**src/rtl/pbg_cfg.svh**
```systemverilog
/*
 * constants of the port b block: register offsets, reset values, field positions.
 * assumes inclusion by bare name from package and modules.
 */
`ifndef PBG_CFG_SVH
`define PBG_CFG_SVH

`define PBG_DIR_OFS      16'hffd4
`define PBG_DATA_OFS     16'hffd6
`define PBG_DIR_RST      8'h00
`define PBG_DATA_RST     8'h00
`define PBG_DIR_READ     32'hffff_ffff
`define PBG_ZERO_WORD    32'h0000_0000
`define PBG_PIN_CS       3
`define PBG_PIN_ADC_TRIGGER_IN    7
`define PBG_PIN_DMA_REQUEST_ONE_IN    7
`define PBG_PIN_DMA_REQUEST_ZERO_IN    6
`define PBG_MODE_SINGLE  3'h7

`endif

```
**src/rtl/pbg_pkg.sv**
```systemverilog
/*
 * types of the port b block.
 * assumes pbg_cfg.svh is on the include path.
 */
package pbg_pkg;
    `include "pbg_cfg.svh"

    typedef enum logic [1:0] {
        PBG_BUS_IDLE,
        PBG_BUS_ACCESS
    } pbg_bus_state_t;

    typedef struct packed {
        logic [7:0] dir;
        logic [7:0] data;
    } pbg_port_regs_t;

    typedef struct packed {
        pbg_bus_state_t state;
        logic [31:0]    prdata;
    } pbg_bus_regs_t;

    // each register is one word: its index times four is the byte address
    function automatic logic pbg_addr_hit(input logic [31:0] addr, input logic [15:0] ofs);
        pbg_addr_hit = (addr[17:2] == ofs) && (addr[1:0] == 2'b00);
    endfunction : pbg_addr_hit
endpackage : pbg_pkg

```
**src/rtl/pbg_apb_slave.sv**
```systemverilog
/*
 * apb slave front end: one wait-free access phase, registered read data.
 * assumes the parent supplies the read word for the addressed register.
 */
`timescale 1ns/10ps
`include "pbg_cfg.svh"
module pbg_apb_slave
    import pbg_pkg::*;
(
    input  wire logic        clk,
    input  wire logic        rst_b,
    input  wire logic        psel,
    input  wire logic        penable,
    input  wire logic        pwrite,
    input  wire logic [31:0] rd_word,
    input  wire logic        rd_hit,
    output logic             pready,
    output logic             pslverr,
    output logic [31:0]      prdata,
    output logic             wr_stb
);
    pbg_bus_regs_t bus_reg;
    pbg_bus_regs_t bus_next;

    always_comb begin
        bus_next = bus_reg;
        bus_next.state = (psel && !penable) ? PBG_BUS_ACCESS : PBG_BUS_IDLE;
        if (psel && !penable && !pwrite) begin
            bus_next.prdata = rd_hit ? rd_word : `PBG_ZERO_WORD;
        end
    end

    always_ff @(posedge clk or negedge rst_b) begin
        if (!rst_b) begin
            bus_reg <= '{state: PBG_BUS_IDLE, prdata: `PBG_ZERO_WORD};
        end else begin
            bus_reg <= bus_next;
        end
    end

    assign pready  = 1'b1;
    // an access phase without its setup cycle neither writes nor flags an error
    assign pslverr = psel && penable && (bus_reg.state == PBG_BUS_ACCESS) && !rd_hit;
    assign prdata  = bus_reg.prdata;
    assign wr_stb  = psel && penable && pwrite && (bus_reg.state == PBG_BUS_ACCESS) && rd_hit;
endmodule : pbg_apb_slave

```
**src/rtl/pbg_pin_mux.sv**
```systemverilog
/*
 * per-pin selection between plain port drive and peripheral functions.
 * assumes peripheral enables come from the owning modules.
 */
`timescale 1ns/10ps
module pbg_pin_mux
    import pbg_pkg::*;
(
    input  wire logic [7:0] dir,
    input  wire logic [7:0] data,
    input  wire logic       cs_sel,
    input  wire logic       chip_select_seven_out,
    input  wire logic [7:0] pattern_en,
    input  wire logic [7:0] pattern_val,
    input  wire logic [1:0] timer4_compl_en,
    input  wire logic [1:0] timer4_compl_val,
    input  wire logic [3:0] capcomp_oe,
    input  wire logic [3:0] capcomp_val,
    output logic      [7:0] pin_out,
    output logic      [7:0] pin_oe_b
);
    always_comb begin
        for (int i = 0; i < 8; i++) begin
            pin_out[i]  = data[i];
            pin_oe_b[i] = !dir[i];
            if (dir[i] && pattern_en[i]) begin
                pin_out[i] = pattern_val[i];
            end
        end
        for (int j = 0; j < 4; j++) begin
            if (capcomp_oe[j]) begin
                pin_out[j]  = capcomp_val[j];
                pin_oe_b[j] = 1'b0;
            end
        end
        for (int k = 0; k < 2; k++) begin
            if (timer4_compl_en[k]) begin
                pin_out[4+k]  = timer4_compl_val[k];
                pin_oe_b[4+k] = 1'b0;
            end
        end
        if (cs_sel) begin
            pin_out[6]  = chip_select_seven_out;
            pin_oe_b[6] = 1'b0;
        end
    end
endmodule : pbg_pin_mux

```
**src/rtl/pbg_port_b.sv**
```systemverilog
/*
 * port b general purpose i/o with shared peripheral pins, apb register access.
 * assumes apb master in the clk domain; pin inputs synchronous to clk.
 */
// Added by the designer: register access over APB.
//
// Functional notes
// - eight pins, each separately input or output.
// - reset or hardware standby makes every pin an input; code still lets capcomp_oe, timer4_compl_en and cs_sel drive their pins.
// - direction bit 1 means output, 0 means input.
// - direction register is write-only; reads return all ones.
// - direction clears on reset and hardware standby, holds in software standby.
// - output pins keep driving through software standby.
// - chip-select-7 on pin 6 only in modes 1 to 6.
// - pins carry pattern, timer, dma request and a/d trigger functions.
// - unclaimed pins stay plain general-purpose i/o.
// - direction at 0xffd4, data at 0xffd6, low 16 address bits; code matches these as word indices on paddr[17:2], byte address times four.
// - data read gives stored bit for outputs, pin level for inputs.
// - data register clears on reset and hardware standby, holds in software standby.
`timescale 1ns/10ps
`include "pbg_cfg.svh"
module pbg_port_b
    import pbg_pkg::*;
(
    input  wire logic        clk,
    input  wire logic        rst_b,
    input  wire logic        hw_standby,
    input  wire logic        sw_standby,
    input  wire logic [2:0]  op_mode,
    input  wire logic        psel,
    input  wire logic        penable,
    input  wire logic        pwrite,
    input  wire logic [31:0] paddr,
    input  wire logic [31:0] pwdata,
    output logic             pready,
    output logic             pslverr,
    output logic [31:0]      prdata,
    input  wire logic [7:0]  pin_in,
    output logic      [7:0]  pin_out,
    output logic      [7:0]  pin_oe_b,
    input  wire logic        cs7_enable,
    input  wire logic        chip_select_seven_out,
    input  wire logic [7:0]  pattern_en,
    input  wire logic [7:0]  pattern_val,
    input  wire logic [1:0]  timer4_compl_en,
    input  wire logic [1:0]  timer4_compl_val,
    input  wire logic [3:0]  capcomp_oe,
    input  wire logic [3:0]  capcomp_val,
    output logic [3:0]       capcomp_in,
    output logic             dma_request_one_in,
    output logic             dma_request_zero_in,
    output logic             adc_trigger_in
);
    ////////////////////////////////////////////////////////////////////////////
    pbg_port_regs_t port_reg;
    pbg_port_regs_t port_next;
    logic           hit_dir;
    logic           hit_data;
    logic [31:0]    rd_word;
    logic           wr_stb;
    logic           cs_sel;

    assign hit_dir  = pbg_addr_hit(paddr, `PBG_DIR_OFS);
    assign hit_data = pbg_addr_hit(paddr, `PBG_DATA_OFS);

    always_comb begin
        rd_word = `PBG_ZERO_WORD;
        if (hit_dir) begin
            rd_word = `PBG_DIR_READ;
        end else if (hit_data) begin
            rd_word = {24'h00_0000, (port_reg.data & port_reg.dir)
                       | (pin_in & ~port_reg.dir)};
        end
    end

    pbg_apb_slave u_bus (
        .clk     (clk),
        .rst_b   (rst_b),
        .psel    (psel),
        .penable (penable),
        .pwrite  (pwrite),
        .rd_word (rd_word),
        .rd_hit  (hit_dir || hit_data),
        .pready  (pready),
        .pslverr (pslverr),
        .prdata  (prdata),
        .wr_stb  (wr_stb)
    );

    ////////////////////////////////////////////////////////////////////////////
    // software standby touches nothing: registers simply hold
    always_comb begin
        port_next = port_reg;
        if (hw_standby) begin
            port_next.dir  = `PBG_DIR_RST;
            port_next.data = `PBG_DATA_RST;
        end else if (wr_stb && hit_dir) begin
            port_next.dir = pwdata[7:0];
        end else if (wr_stb && hit_data) begin
            port_next.data = pwdata[7:0];
        end
    end

    always_ff @(posedge clk or negedge rst_b) begin
        if (!rst_b) begin
            port_reg <= '{dir: `PBG_DIR_RST, data: `PBG_DATA_RST};
        end else begin
            port_reg <= port_next;
        end
    end

    ////////////////////////////////////////////////////////////////////////////
    assign cs_sel = cs7_enable && (op_mode != `PBG_MODE_SINGLE)
                    && (op_mode != 3'h0);

    pbg_pin_mux u_mux (
        .dir                   (port_reg.dir),
        .data                  (port_reg.data),
        .cs_sel                (cs_sel),
        .chip_select_seven_out (chip_select_seven_out),
        .pattern_en            (pattern_en),
        .pattern_val           (pattern_val),
        .timer4_compl_en       (timer4_compl_en),
        .timer4_compl_val      (timer4_compl_val),
        .capcomp_oe            (capcomp_oe),
        .capcomp_val           (capcomp_val),
        .pin_out               (pin_out),
        .pin_oe_b              (pin_oe_b)
    );

    assign capcomp_in          = pin_in[`PBG_PIN_CS:0];
    assign dma_request_one_in  = pin_in[`PBG_PIN_DMA_REQUEST_ONE_IN];
    assign dma_request_zero_in = pin_in[`PBG_PIN_DMA_REQUEST_ZERO_IN];
    assign adc_trigger_in      = pin_in[`PBG_PIN_ADC_TRIGGER_IN];

    ////////////////////////////////////////////////////////////////////////////
    property p_reset_inputs;
        @(posedge clk) $rose(rst_b) |-> (pin_oe_b == 8'hff) || (|capcomp_oe)
            || (|timer4_compl_en) || cs_sel;
    endproperty
    a_reset_inputs: assert property (p_reset_inputs) else $error("pins not input");

    property p_hws_clear;
        @(posedge clk) disable iff (!rst_b) hw_standby |=> (port_reg.dir == 8'h00)
            && (port_reg.data == 8'h00);
    endproperty
    a_hws_clear: assert property (p_hws_clear) else $error("standby did not clear");

    property p_dir_read;
        @(posedge clk) disable iff (!rst_b) (psel && !penable && !pwrite && hit_dir)
            |=> prdata == 32'hffff_ffff;
    endproperty
    a_dir_read: assert property (p_dir_read) else $error("direction read not all ones");

    property p_sws_hold;
        @(posedge clk) disable iff (!rst_b) (sw_standby && !hw_standby && !wr_stb)
            |=> $stable(port_reg);
    endproperty
    a_sws_hold: assert property (p_sws_hold) else $error("state lost in standby");

    property p_dir_write;
        @(posedge clk) disable iff (!rst_b) (wr_stb && hit_dir && !hw_standby)
            |=> port_reg.dir == $past(pwdata[7:0]);
    endproperty
    a_dir_write: assert property (p_dir_write) else $error("direction write lost");

    property p_data_read;
        @(posedge clk) disable iff (!rst_b) (psel && !penable && !pwrite && hit_data)
            |=> prdata[7:0] == (($past(port_reg.data) & $past(port_reg.dir))
            | ($past(pin_in) & ~$past(port_reg.dir)));
    endproperty
    a_data_read: assert property (p_data_read) else $error("data read mismatch");

    property p_cs_mode7;
        @(posedge clk) disable iff (!rst_b) (op_mode == `PBG_MODE_SINGLE) && !port_reg.dir[6]
            |-> pin_oe_b[6];
    endproperty
    a_cs_mode7: assert property (p_cs_mode7) else $error("chip select in mode 7");

    property p_plain_drive;
        @(posedge clk) disable iff (!rst_b) (port_reg.dir[7] && !pattern_en[7])
            |-> !pin_oe_b[7] && (pin_out[7] == port_reg.data[7]);
    endproperty
    a_plain_drive: assert property (p_plain_drive) else $error("pin 7 not driven");

    property p_input_float;
        @(posedge clk) disable iff (!rst_b) !port_reg.dir[7] |-> pin_oe_b[7];
    endproperty
    a_input_float: assert property (p_input_float) else $error("input pin 7 driven");

    ////////////////////////////////////////////////////////////////////////////
    property p_data_write;
        @(posedge clk) disable iff (!rst_b) (wr_stb && hit_data && !hw_standby)
            |=> port_reg.data == $past(pwdata[7:0]);
    endproperty
    a_data_write: assert property (p_data_write) else $error("data write lost");

    property p_miss_keep;
        @(posedge clk) disable iff (!rst_b) (psel && penable && pwrite && !hit_dir && !hit_data
            && !hw_standby) |=> $stable(port_reg);
    endproperty
    a_miss_keep: assert property (p_miss_keep) else $error("unmapped write landed");

    property p_miss_err;
        @(posedge clk) disable iff (!rst_b) (psel && penable && !hit_dir && !hit_data)
            |-> pslverr;
    endproperty
    a_miss_err: assert property (p_miss_err) else $error("unmapped access not flagged");

    property p_hit_ok;
        @(posedge clk) disable iff (!rst_b) (psel && penable && (hit_dir || hit_data))
            |-> !pslverr;
    endproperty
    a_hit_ok: assert property (p_hit_ok) else $error("mapped access flagged");

    property p_read_stands;
        @(posedge clk) disable iff (!rst_b) !(psel && !penable && !pwrite)
            |=> $stable(prdata);
    endproperty
    a_read_stands: assert property (p_read_stands) else $error("read data moved");

    property p_miss_read;
        @(posedge clk) disable iff (!rst_b) (psel && !penable && !pwrite && !hit_dir
            && !hit_data) |=> prdata == 32'h0000_0000;
    endproperty
    a_miss_read: assert property (p_miss_read) else $error("unmapped read not zero");

    property p_data_upper;
        @(posedge clk) disable iff (!rst_b) (psel && !penable && !pwrite && hit_data)
            |=> prdata[31:8] == 24'h00_0000;
    endproperty
    a_data_upper: assert property (p_data_upper) else $error("upper read bits set");

    property p_hws_pins;
        @(posedge clk) disable iff (!rst_b) hw_standby |=> (pin_oe_b == 8'hff)
            || (|capcomp_oe) || (|timer4_compl_en) || cs_sel;
    endproperty
    a_hws_pins: assert property (p_hws_pins) else $error("pins driven in standby");

    property p_pattern_drive;
        @(posedge clk) disable iff (!rst_b) (port_reg.dir[7] && pattern_en[7])
            |-> !pin_oe_b[7] && (pin_out[7] == pattern_val[7]);
    endproperty
    a_pattern_drive: assert property (p_pattern_drive) else $error("pattern lost");

    property p_pattern_gate;
        @(posedge clk) disable iff (!rst_b) (!port_reg.dir[0] && pattern_en[0]
            && !capcomp_oe[0]) |-> pin_oe_b[0];
    endproperty
    a_pattern_gate: assert property (p_pattern_gate) else $error("pattern ungated");

    property p_capcomp_drive;
        @(posedge clk) disable iff (!rst_b) capcomp_oe[3]
            |-> !pin_oe_b[3] && (pin_out[3] == capcomp_val[3]);
    endproperty
    a_capcomp_drive: assert property (p_capcomp_drive) else $error("timer pin lost");

    property p_compl_drive;
        @(posedge clk) disable iff (!rst_b) timer4_compl_en[1]
            |-> !pin_oe_b[5] && (pin_out[5] == timer4_compl_val[1]);
    endproperty
    a_compl_drive: assert property (p_compl_drive) else $error("compl pin lost");

    property p_cs_drive;
        @(posedge clk) disable iff (!rst_b) cs_sel
            |-> !pin_oe_b[6] && (pin_out[6] == chip_select_seven_out);
    endproperty
    a_cs_drive: assert property (p_cs_drive) else $error("chip select lost");

    ////////////////////////////////////////////////////////////////////////////
    property p_plain_drive0;
        @(posedge clk) disable iff (!rst_b) port_reg.dir[0] && !pattern_en[0]
            && !capcomp_oe[0] |-> !pin_oe_b[0] && (pin_out[0] == port_reg.data[0]);
    endproperty
    a_plain_drive0: assert property (p_plain_drive0) else $error("pin 0 not driven");

    property p_plain_drive1;
        @(posedge clk) disable iff (!rst_b) port_reg.dir[1] && !pattern_en[1]
            && !capcomp_oe[1] |-> !pin_oe_b[1] && (pin_out[1] == port_reg.data[1]);
    endproperty
    a_plain_drive1: assert property (p_plain_drive1) else $error("pin 1 not driven");

    property p_plain_drive2;
        @(posedge clk) disable iff (!rst_b) port_reg.dir[2] && !pattern_en[2]
            && !capcomp_oe[2] |-> !pin_oe_b[2] && (pin_out[2] == port_reg.data[2]);
    endproperty
    a_plain_drive2: assert property (p_plain_drive2) else $error("pin 2 not driven");

    property p_plain_drive3;
        @(posedge clk) disable iff (!rst_b) port_reg.dir[3] && !pattern_en[3]
            && !capcomp_oe[3] |-> !pin_oe_b[3] && (pin_out[3] == port_reg.data[3]);
    endproperty
    a_plain_drive3: assert property (p_plain_drive3) else $error("pin 3 not driven");

    property p_plain_drive4;
        @(posedge clk) disable iff (!rst_b) port_reg.dir[4] && !pattern_en[4]
            && !timer4_compl_en[0] |-> !pin_oe_b[4] && (pin_out[4] == port_reg.data[4]);
    endproperty
    a_plain_drive4: assert property (p_plain_drive4) else $error("pin 4 not driven");

    property p_plain_drive5;
        @(posedge clk) disable iff (!rst_b) port_reg.dir[5] && !pattern_en[5]
            && !timer4_compl_en[1] |-> !pin_oe_b[5] && (pin_out[5] == port_reg.data[5]);
    endproperty
    a_plain_drive5: assert property (p_plain_drive5) else $error("pin 5 not driven");

    property p_plain_drive6;
        @(posedge clk) disable iff (!rst_b) port_reg.dir[6] && !pattern_en[6]
            && !cs_sel |-> !pin_oe_b[6] && (pin_out[6] == port_reg.data[6]);
    endproperty
    a_plain_drive6: assert property (p_plain_drive6) else $error("pin 6 not driven");

    property p_input_float0;
        @(posedge clk) disable iff (!rst_b) !port_reg.dir[0]
            && !capcomp_oe[0] |-> pin_oe_b[0];
    endproperty
    a_input_float0: assert property (p_input_float0) else $error("pin 0 driven");

    property p_input_float1;
        @(posedge clk) disable iff (!rst_b) !port_reg.dir[1]
            && !capcomp_oe[1] |-> pin_oe_b[1];
    endproperty
    a_input_float1: assert property (p_input_float1) else $error("pin 1 driven");

    property p_input_float2;
        @(posedge clk) disable iff (!rst_b) !port_reg.dir[2]
            && !capcomp_oe[2] |-> pin_oe_b[2];
    endproperty
    a_input_float2: assert property (p_input_float2) else $error("pin 2 driven");

    property p_input_float3;
        @(posedge clk) disable iff (!rst_b) !port_reg.dir[3]
            && !capcomp_oe[3] |-> pin_oe_b[3];
    endproperty
    a_input_float3: assert property (p_input_float3) else $error("pin 3 driven");

    property p_input_float4;
        @(posedge clk) disable iff (!rst_b) !port_reg.dir[4]
            && !timer4_compl_en[0] |-> pin_oe_b[4];
    endproperty
    a_input_float4: assert property (p_input_float4) else $error("pin 4 driven");

    property p_input_float5;
        @(posedge clk) disable iff (!rst_b) !port_reg.dir[5]
            && !timer4_compl_en[1] |-> pin_oe_b[5];
    endproperty
    a_input_float5: assert property (p_input_float5) else $error("pin 5 driven");

    property p_input_float6;
        @(posedge clk) disable iff (!rst_b) !port_reg.dir[6]
            && !cs_sel |-> pin_oe_b[6];
    endproperty
    a_input_float6: assert property (p_input_float6) else $error("pin 6 driven");
endmodule : pbg_port_b

```
**config.mk**
```make
export PLATFORM = sky130hd
export DESIGN_NAME = pbg_port_b
export DESIGN_NICKNAME = d
export VERILOG_FILES = /design/src/rtl/pbg_pkg.sv /design/src/rtl/pbg_apb_slave.sv /design/src/rtl/pbg_pin_mux.sv /design/src/rtl/pbg_port_b.sv
export VERILOG_INCLUDE_DIRS = /design/src /design/src/rtl
export SDC_FILE = /design/constraint.sdc
export NUM_CORES = 1
export LEC_CHECK = 0
export ABC_AREA = 1
export BUFFER_PORTS_ARGS = -buffer_cell sky130_fd_sc_hd__buf_2
export CORE_ASPECT_RATIO = 0.8
export CORE_MARGIN = 2
export CORE_UTILIZATION = 35
export DETAILED_ROUTE_END_ITERATION = 10
export PLACE_DENSITY = 0.88
export SYNTH_ARGS = -nofsm -noshare
export SYNTH_HDL_FRONTEND = slang
export SYNTH_SLANG_ARGS = --single-unit
```
**constraint.sdc**
```tcl
create_clock -name clk -period 0.9 [get_ports clk]
set_input_delay 0.045 -clock clk [delete_from_list [all_inputs] [get_ports clk]]
set_output_delay 0.045 -clock clk [all_outputs]
set_load 0.005 [all_outputs]
```
* After elaboration in Yosys (flattened, before gate mapping)
Cells that the tools add are included.
Storage, ports and cells: flip-flop bits (word level) 50, logic and storage cells 82, output and inout port bits 57, bits of input ports 112
Operators by class: mux-type cells 30, equality and inequality tests 5, reductions and logical operators 39, bitwise operators 4
Operators by type and width (number):
- 2-to-1 mux 32 bit | 2
- equality test 16 bit (second input constant) | 2
- 2-to-1 mux 8 bit | 4
- 2-to-1 mux 1 bit | 23
- logical AND 1 bit | 22
- AND 8 bit | 2
- 2-to-1 mux 16 bit | 1
- zero test 1 bit | 11
- NOT 8 bit | 1
- bitwise OR 8 bit | 1
- nonzero test 2 bit | 2
- inequality test 3 bit (second input constant) | 1
- nonzero test 3 bit | 1
- equality test 2 x 1 -> 1 bit (second input constant) | 1
- zero test 2 bit | 1
- inequality test 2 bit (second input constant) | 1
- AND reduction 2 bit | 1
- logical OR 1 bit | 1

* Depth between registers and ports, before layout
Gate-level depths: netlist of run 1.
word-level depth 8, depth in mapped cells 8, mapped depth without buffers 8

* By module
Synthesis of run 1 repeated with hierarchy kept, for this count alone.
Unflattened totals: cell total of the unflattened synthesis 496, area, all modules 3290.7 um^2
By module, submodules not included:
- pbg_apb_slave | cells each 249, sequential area each 825.8 um^2, area an instance 1843.0 um^2, times used 1
- pbg_port_b | cells each 172, sequential area each 400.4 um^2, area an instance 1147.4 um^2, times used 1
- pbg_pin_mux | cells each 75, sequential area each 0.0 um^2, area an instance 300.3 um^2, times used 1

* Worst setup path after synthesis of run 1
No wires, ideal clock.
path type reg2reg, start register u_bus.bus_reg[32] (netlist name), end register port_reg[0] (netlist name), arrival time 0.904 ns, path slack -0.070 ns, period minus slack after synthesis 0.970 ns, library setup time 0.066 ns, required time 0.834 ns, buffers on the path 1, cell stages (with the launch flop) 6, cell sequence dfrtp_1 nand3_4 nor2_8 buf_6 nand4_1 nand2_1
On the way: longest elaborated chain between the ends 6, elaborated cells between the ends (all ways) 8, classes of those cells 2 x eq/ne; 6 x reduce/logical
RTL lines:
- start, declared | line pbg_apb_slave.sv:22 | pbg_bus_regs_t bus_reg;
- start signal, assigned | line pbg_apb_slave.sv:35 | bus_reg <= '{state: PBG_BUS_IDLE, prdata: `PBG_ZERO_WORD};
- start signal, assigned | line pbg_apb_slave.sv:37 | bus_reg <= bus_next;
- equality test 2 x 1 -> 1 bit * | line pbg_apb_slave.sv:45 | assign wr_stb = psel && penable && pwrite && (bus_reg.state == PBG_BUS_ACCESS) && rd_hit;
- logical AND 1 bit * (2 in a row) | line pbg_apb_slave.sv:45
- logical AND 1 bit, on equally long branches | line pbg_port_b.sv:97, pbg_port_b.sv:99
- inequality test 2 bit (no source line) or nonzero test 2 bit (tied branches)
- AND reduction 2 bit (no source line) *
- end signal, assigned | line pbg_port_b.sv:106 | port_reg <= '{dir: `PBG_DIR_RST, data: `PBG_DATA_RST};
- end signal, assigned | line pbg_port_b.sv:108 | port_reg <= port_next;
- end, declared | line pbg_port_b.sv:55 | pbg_port_regs_t port_reg;
Every way passes the cells marked *; elsewhere a longest branch is shown, timed or not. A chain may end at the register's enable or synchronous reset.

* Worst setup path after layout of run 1
start register port_reg[9] (netlist name), end output pin_out[1]
On the way: longest elaborated chain between the ends 3
RTL lines:
- logical AND 1 bit | line pbg_pin_mux.sv:26 | if (dir[i] && pattern_en[i]) begin
- 2-to-1 mux 1 bit | line pbg_pin_mux.sv:26
- 2-to-1 mux 1 bit | line pbg_pin_mux.sv:31 | if (capcomp_oe[j]) begin
- end, declared | line pbg_port_b.sv:39 | output logic [7:0] pin_out,
Every way passes these cells.

==> results of run 1 <==
-- layer usage --
| layer | global-route usage, % | vias up |
|---|---|---|
| met5 | 0 | - |
| li1 | - | 1140 |
| met1 | 22.7 | 1073 |
| met3 | 3.75 | 4 |
| met2 | 35.4 | 104 |
| met4 | 2.82 | 0 |
-- where the power goes --
group	total (W)	leakage [nW]	internal, W	switching [W]
Clock	0.000965	0.0357	0.000595	0.000370
Combinational	0.000509	1.37	0.000233	0.000275
Sequential	0.00117	0.354	0.00117	0.00000204
-- logic make-up after synthesis --
family	count (synthesis)	share of synthesized area [%]
AND/OR/NAND/NOR	154	38.2
buffers and inverters	73	21.7
AO/OA/AOI/OAI	26	8.04
flip-flops	26	31.9
other	1	0.184
-- timing repair --
item	in CTS	in global routing
gates resized for setup	48	39
pin swaps	19	22
hold buffers	1	0
gates cloned	1	1
hold endpoints to repair	26	0
endpoints found under the setup margin	63	66
buffers inserted	12	11
-- layout make-up --
type	instances	area, um^2
timing repair buffer	168	1170
multi-input combinational	181	1090
clock inverter	1	30.0
tap	78	97.6
sequential	26	657
fill	527	2330
inverter	28	108
clock buffer	3	41.3
-- worst max path at each step --
| stage | start | endpoint | slack [ps] |
|---|---|---|---|
| 2_1_floorplan | u_bus.bus_reg[32] | port_reg[0] | -70 |
| 3_3_place_gp | paddr[5] | port_reg[0] | -130 |
| 3_5_place_dp | paddr[5] | port_reg[6] | -160 |
| 4_1_cts | port_reg[12] | pin_out[4] | -330 |
| 5_1_grt | port_reg[13] | pin_out[5] | -450 |
| 6_report | port_reg[9] | pin_out[1] | -350 |
-- synthesized netlist by cell type --
master | number | share of area (%)
nor2_8 | 2 | 2.0
o31ai_1 | 6 | 2.2
nand2_2 | 2 | 0.61
nand3_4 | 3 | 2.6
clkbuf_1 | 1 | 0.18
nand3_1 | 30 | 7.4
inv_1 | 25 | 4.6
conb_1 | 1 | 0.18
o21ai_1 | 2 | 0.49
o211ai_1 | 6 | 2.2
nor3_4 | 1 | 0.80
nand4_1 | 16 | 4.9
dfrtp_1 | 26 | 32
nand2_1 | 65 | 12
o21ai_0 | 1 | 0.25
buf_6 | 2 | 1.1
buf_4 | 40 | 15
a31oi_1 | 3 | 0.92
inv_2 | 3 | 0.55
nor2_4 | 3 | 1.7
nand3b_1 | 1 | 0.37
a21oi_1 | 8 | 2.0
nor2_2 | 2 | 0.61
buf_2 | 2 | 0.49
nor2_1 | 29 | 5.3
-- per-stage QoR --
step	instances	hold WS [ps]	power, W
after floorplan	280	-251	0.00139
after global routing	485	11.0	0.00280
final	485	17.8	0.00265
after global placement	457	68.4	0.00166
after CTS	475	5.97	0.00266
after detailed placement	457	79.7	0.00167
-- critical path: cells and delay by family (launching register included) --
family / cells / cell delay [ps]
buf+inv: 1 / 140
simple gates: 2 / 130
compound gates: 1 / 220
flops: 1 / 450
==> run_results.csv, run 1 <==
group,metric,value,unit
clocking,clk_path_buf_depth,2,
sta,fmax,799,MHz
placement,io_buffers,128,
final_layout,final_core_util,57.8,%
critical_path,crit_slowest_cell,"dfrtp_2",
final_layout,drive_above_1_share,55.5,%
final_layout,final_common_cell,"buf_2",
routing,wl,6.29,mm
sta,finalSetupTns,-11860,ps
clocking,cts_root_buffer,"clkbuf_8",
placement,dp_slack,-165,ps
final_layout,layout.nets,520,
sta,setup_ws,-351,ps
sta,setup_violations,66,
worst_hold_path,holdCritPathClass,"in -> reg",
final_layout,largest_register_ff_count,16,
placement,dp_hpwl,4.56,mm
global_routing,globalRouteOverflowTotal,0,
critical_path,r2r-end,"u_bus.prdata[1]",
global_routing,grt_pass1_vias,2284,
routing,remaining_drc_errors,0,
critical_path,crit_chain,"nand2_2 -> nor2_2 -> o31ai_2 -> buf_2",
final_layout,diodes,0,
critical_path,crit_path_max_fanout,4,
critical_path,cp-start-kind,"flip-flop",
die,initial_utilization,36.9,%
global_routing,grt_max_degree,27,
routing,dr_wl_met3,533,um
routing,drt-vias-per-instance,4.79,
critical_path,slowest_delay,450,ps
sta,fin_crit,1250,ps
sta,drv_slew,0,
logic_synthesis,synth.avg_cell_area,7.28,um^2
logic_synthesis,yosysSeqAreaShare,31.9,%
clocking,clock_latency,270,ps
critical_path,critical_path_class,"reg -> out",
sta,relSlewSlack,61.3,%
sta,fin_crit_sh,139,%
routing,wl_per_cell,13.0,um
critical_path,critPathArrivalTime,1210,ps
routing,routed.top_layer,"met4",
global_routing,grt_pass1_wl,9.69,mm
power_and_ir_drop,power.density,828,nW/um^2
final_layout,final_cell_mix,"104 x buf_2, 59 x nand2_1, 41 x buf_6, 24 x inv_1, 24 x nor2_1",
run_status,outcome,"finished, violations left",
flow_run,drv_cap,0,
die,fp-row-count,24,
critical_path,worst_r2r_path_depth,5,
worst_hold_path,whs_endpoint,"u_bus.bus_reg[32]",
placement,gp_congestion,0.806,
run_status,violations,"setup timing",
logic_synthesis,netlist_area,2040,um^2
global_routing,grt.total_usage,18.9,%
routing,wl_met2,3.31,mm
power_and_ir_drop,ir_drop,0.523,mV
critical_path,endpoint_kind,"primary output",
clocking,numCtsBuffers,3,
routing,num_vias,2321,
critical_path,rrSetupSlack,-320,ps
logic_synthesis,syn_inst,280,
logic_synthesis,ys_types,25,
clocking,cts.clk_slew.worst_paths,90,ps
global_routing,grt_antenna_before_repair,0,
die,die_y,72.3,um
routing,antenna_left,0,
routing,drtIter0Drc,106,
sta,final_hold_viol_count,0,
worst_hold_path,holdCritStartpoint,"penable",
placement,dpl_cell_area,2570,um^2
critical_path,required,850,ps
clocking,clock_sinks,26,
clocking,cts-htree-levels,1,
clocking,tritoncts,"built",
routing,wl_met1,2.43,mm
sta,rsz0062_at_grt,"yes",
sta,skew,5.31,ps
logic_synthesis,ys_warn_count,0,
die,dieArea,6450,um^2
logic_synthesis,synth-seq-cells,26,
final_layout,syn2layout_area_growth,56.7,%
die,coreArea,5530,um^2
die,ioPinCount,169,
logic_synthesis,syn_nets,392,
power_and_ir_drop,power_leakage,1.76,nW
sta,tightest_slew,581,ps
die,die_w,89.3,um
critical_path,r2r-start,"port_reg[9]",
worst_hold_path,hold_depth,2,
final_layout,finalInstanceArea,3190,um^2
routing,drt_first_pass_iters,4,
No activity file was read; power rests on OpenSTA's default activity.
==> run 2, diff against run 1 <==
Settings changed: PLACE_DENSITY 0.88 to 0.89.
==> run 2 against run 1 <==
The run still ends with setup timing left. Worst setup slack got worse by 9.3 ps. Utilization fell by 0.34 points. Non-clock buffer count rose by 1. Die area did not move. Fmax fell by 0.74%. Via count fell by 0.39%. Combinational power barely moved. Worst hold slack improved by 77 ps. Clock-buffer cell count did not move. Sequential power barely moved. Register-to-register slack improved by 40 ps. Critical endpoint is now pin_out[0]. Largest cell class unchanged.
==> run_results.csv, run 2 (same netlist as run 1, synthesis figures left out) <==
group,metric,value,unit
clocking,tritoncts,"built",
sta,setup_ws,-360,ps
run_status,violations,"setup timing",
routing,wl,6.49,mm
critical_path,required,850,ps
critical_path,crit_chain,"nand2_1 -> nor2_1 -> o31ai_1 -> buf_2",
placement,dp_slack,-176,ps
global_routing,globalRouteOverflowTotal,0,
die,die_y,72.3,um
placement,dp_hpwl,4.61,mm
sta,finalSetupTns,-12790,ps
die,die_w,89.3,um
run_status,outcome,"finished, violations left",
flow_run,drv_cap,0,
clocking,numCtsBuffers,3,
final_layout,fillers,511,
final_layout,drive_above_1_share,53.9,%
final_layout,multi_input_area,1070,um^2
routing,drt_first_pass_iters,4,
global_routing,grt.total_usage,19.2,%
critical_path,cp-start-kind,"flip-flop",
die,dieArea,6450,um^2
sta,drv_slew,0,
sta,fmax,793,MHz
clocking,clock_sinks,26,
routing,drt-vias-per-instance,4.76,
routing,antenna_left,0,
clocking,clk_path_buf_depth,2,
sta,rsz0062_at_grt,"yes",
global_routing,grt_pass1_wl,9.78,mm
sta,fin_crit_sh,140,%
critical_path,slowest_delay,440,ps
final_layout,seqCellArea,657,um^2
die,initial_utilization,36.9,%
global_routing,grt_pass1_vias,2236,
power_and_ir_drop,power_leakage,1.74,nW
final_layout,final_cell_mix,"104 x buf_2, 61 x nand2_1, 38 x buf_6, 27 x nor2_1",
worst_hold_path,hold_depth,3,
routing,num_vias,2312,
power_and_ir_drop,power.density,839,nW/um^2
worst_hold_path,holdCritPathClass,"in -> reg",
clocking,cts.clk_slew.worst_paths,100,ps
placement,gp_congestion,0.804,
critical_path,crit_path_max_fanout,4,
die,fp-row-count,24,
sta,skew,11.5,ps
die,coreArea,5530,um^2
sta,setup_violations,66,
critical_path,crit_slowest_cell,"dfrtp_1",
critical_path,critPathArrivalTime,1220,ps
power_and_ir_drop,ir_drop,0.635,mV
final_layout,layout.nets,521,
critical_path,r2r-end,"port_reg[0]",
critical_path,worst_r2r_path_depth,5,
final_layout,diodes,0,
routing,wl_per_cell,13.4,um
critical_path,critical_path_class,"reg -> out",
clocking,cts-htree-levels,1,
routing,remaining_drc_errors,0,
routing,dr_wl_met3,522,um
final_layout,syn2layout_area_growth,55.7,%
placement,io_buffers,128,
critical_path,rrSetupSlack,-280,ps
die,ioPinCount,169,
power_and_ir_drop,power,0.00266,W
worst_hold_path,holdCritStartpoint,"psel",
worst_hold_path,whs_endpoint,"u_bus.bus_reg[32]",
global_routing,grt_max_degree,27,
clocking,cts_root_buffer,"clkbuf_8",
routing,drtIter0Drc,89,
clocking,clock_latency,280,ps
global_routing,grt_antenna_before_repair,0,
sta,final_hold_viol_count,0,
critical_path,endpoint_kind,"primary output",
final_layout,stdcell_count,486,
final_layout,final_common_cell,"buf_2",
sta,tightest_slew,575,ps
placement,placed_cells,457,
sta,fin_crit,1260,ps
routing,routed.top_layer,"met4",
sta,hold-worst-slack,94.7,ps
sta,relSlewSlack,61.7,%
routing,wl_met2,3.36,mm
routing,wl_met1,2.51,mm
final_layout,largest_register_ff_count,16,
critical_path,r2r-start,"u_bus.bus_reg[32]",
[run 2: how the worst max path moves through the flow]
stage | depth (start not counted) | slack, ps | from | end
after global routing | 4 | -410 | port_reg[9] | pin_out[1]
after global placement | 9 | -130 | paddr[5] | port_reg[6]
after detailed placement | 9 | -180 | paddr[7] | port_reg[0]
after CTS | 4 | -330 | port_reg[8] | pin_out[0]
after floorplan | 5 | -70 | u_bus.bus_reg[32] | port_reg[0]
final | 4 | -360 | port_reg[8] | pin_out[0]
[run 2: metal layers]
layer,GRT usage (%),vias up
met5,0,-
met4,4.64,0
met3,4.44,11
met2,35.5,102
met1,22.3,1061
li1,-,1138
[run 2: per-stage QoR]
step	area (um^2)	util, %
global placement	2570	46.6
floorplan	2040	-
global route	3170	57.5
CTS	2970	53.7
detailed placement	2570	46.6
finish	3170	57.5
[run 2: critical path, delay by kind of cell, from the launching register on]
family,cells,cell delay [ps]
flops,1,440
compound gates,1,230
buf+inv,1,160
simple gates,2,120
[run 2: what timing repair did]
action	in CTS	in global routing
endpoints found under the hold margin	27	0
hold buffers	2	0
setup endpoints to repair	61	67
gates cloned	1	1
buffers inserted	14	7
pin swaps	13	11
gates resized for setup	44	32
[run 2: power by group]
group	switching, W	internal [W]
sequential	0.00000240	0.00117
clock	0.000388	0.000596
combinational	0.000273	0.000233
total	0.000663	0.00200
[run 2: cell type report]
class	instances	area share (%)
multi-input combinational	181	33.9
sequential	26	20.7
clock buffer	3	1.30
inverter	28	3.31
tap	78	3.07
clock inverter	1	0.946
timing repair buffer	169	36.8
==> run 3, diff against run 2 <==
==> constraint.sdc (replaced) <==
create_clock -name clk -period 0.9 [get_ports clk]
set_input_delay 0.18 -clock clk [delete_from_list [all_inputs] [get_ports clk]]
set_output_delay 0.18 -clock clk [all_outputs]
set_load 0.005 [all_outputs]
==> run 3 against run 2 <==
First-iteration DRC count down 28%. Critical path depth is the same. Highest routed layer unchanged. The run still ends with setup timing left. Total power decreased by 6.8%. Wire length down 3.8%. Via count up 0.99%. Non-clock buffer count is 14 higher. Die area stayed put. Utilization is 2.6 points higher. Clock skew fell by 7.7 ps. Cell count increased by 2.9%. Register-to-register slack barely moved.
==> run_results.csv, run 3 (same netlist as run 1, synthesis figures left out) <==
group,metric,value,unit
final_layout,drive_above_1_share,57.3,%
critical_path,r2r-start,"port_reg[9]",
critical_path,required,720,ps
global_routing,grt_max_degree,17,
placement,gp_congestion,0.821,
clocking,numCtsBuffers,3,
final_layout,diodes,0,
sta,setup_violations,74,
worst_hold_path,holdCritStartpoint,"penable",
run_status,violations,"setup timing",
die,coreArea,5530,um^2
die,fp-row-count,24,
final_layout,syn2layout_area_growth,62.7,%
routing,antenna_left,0,
sta,skew,3.83,ps
final_layout,final_cell_mix,"102 x buf_2, 60 x nand2_1, 40 x buf_6, 39 x buf_4, 23 x dfrtp_1",
critical_path,r2r-end,"u_bus.prdata[1]",
final_layout,largest_register_ff_count,16,
global_routing,grt_pass1_wl,9.45,mm
routing,drt-vias-per-instance,4.67,
clocking,tritoncts,"built",
clocking,cts-htree-levels,1,
placement,dp_hpwl,4.65,mm
critical_path,crit_path_max_fanout,3,
clocking,clk_path_buf_depth,2,
routing,remaining_drc_errors,0,
die,die_y,72.3,um
critical_path,rrSetupSlack,-280,ps
critical_path,critical_path_class,"reg -> out",
critical_path,worst_r2r_path_depth,5,
final_layout,finalInstanceArea,3320,um^2
critical_path,cp-start-kind,"flip-flop",
power_and_ir_drop,ir_drop,0.674,mV
sta,rsz0062_at_grt,"yes",
routing,num_vias,2335,
routing,wl_per_cell,12.5,um
sta,setup_ws,-474,ps
clocking,clock_sinks,26,
final_layout,layout.nets,535,
die,die_w,89.3,um
final_layout,final_common_cell,"buf_2",
sta,fin_crit_sh,153,%
global_routing,grt_pass1_vias,2216,
power_and_ir_drop,power,0.00248,W
clocking,cts_root_buffer,"clkbuf_8",
clocking,clock_latency,270,ps
placement,io_buffers,128,
die,dieArea,6450,um^2
global_routing,globalRouteOverflowTotal,0,
worst_hold_path,holdCritPathClass,"in -> reg",
sta,fmax,728,MHz
run_status,outcome,"finished, violations left",
final_layout,final_core_util,60.0,%
routing,wl,6.24,mm
routing,drtIter0Drc,64,
die,initial_utilization,36.9,%
routing,drt_first_pass_iters,4,
sta,fin_crit,1370,ps
critical_path,endpoint_kind,"primary output",
sta,drv_slew,0,
worst_hold_path,whs_endpoint,"u_bus.bus_reg[32]",
critical_path,critPathArrivalTime,1190,ps
power_and_ir_drop,power.density,748,nW/um^2
flow_run,drv_cap,0,
global_routing,grt_antenna_before_repair,0,
clocking,cts.clk_slew.worst_paths,90,ps
die,ioPinCount,169,
power_and_ir_drop,power_leakage,1.83,nW
sta,finalSetupTns,-17410,ps
global_routing,grt.total_usage,18.3,%
sta,final_hold_viol_count,0,
worst_hold_path,hold_depth,2,
placement,dpl_cell_area,2690,um^2
## run 3: cell types whose count changed in the layout (fill, tap and decap cells not counted), moves of 4 or more
cell    change
inv_1       -4
nor2_2      +4
nor2_1      -5
buf_4      +15
## run 3: layout make-up
class / instances / area, um^2
clock buffer: 4 / 55.1
fill: 501 / 2210
inverter: 28 / 130
multi-input combinational: 181 / 1090
sequential: 26 / 654
tap: 78 / 97.6
timing repair buffer: 183 / 1280
## run 3: repair_timing
action	CTS	global route
hold buffers	1	0
buffers inserted	16	13
gates cloned	0	2
setup endpoints to repair	71	74
hold endpoints to repair	10	0
gates resized for setup	26	52
pin swaps	22	11
## run 3: power by group
| part | internal [W] | total, W | switching [W] |
|---|---|---|---|
| combinational | 0.000250 | 0.000539 | 0.000289 |
| sequential | 0.00117 | 0.00117 | 0.00000184 |
| clock | 0.000391 | 0.000770 | 0.000378 |
## run 3: worst max-delay path: stages, from the launching register on
cell and delay [ps]:
dfrtp_1 420, nand2_1 90, nor2_1 40, o31ai_1 210
buf_2 160
## run 3: worst max path at each step
stage | start | end | slack, ps | cells after the start
floorplan | paddr[1] | port_reg[12] | -90 | 8
global placement | paddr[1] | port_reg[3] | -300 | 9
detailed placement | paddr[1] | port_reg[8] | -330 | 9
CTS | port_reg[8] | pin_out[0] | -490 | 4
global route | port_reg[8] | pin_out[0] | -570 | 4
finish | port_reg[11] | pin_out[3] | -470 | 4
## run 3: metal layers
layer	wire, um	GRT usage, %	vias up	part of all wire [%]
met5	0	0	-	0
met4	34	0.829	0	0.54
met3	416	3.41	4	6.7
met2	3310	34.7	80	53
met1	2490	22.5	1087	40
li1	-	-	1164	-
## run 3: metrics by stage
| stage | setup WS (ps) | std cells | hold slack, ps |
|---|---|---|---|
| detailed placement | -332 | 466 | 70.4 |
| finish | -474 | 500 | 150 |
| CTS | -489 | 486 | 146 |
| floorplan | -93.5 | 280 | -116 |
| global placement | -296 | 466 | 66.1 |
| global route | -565 | 500 | 150 |
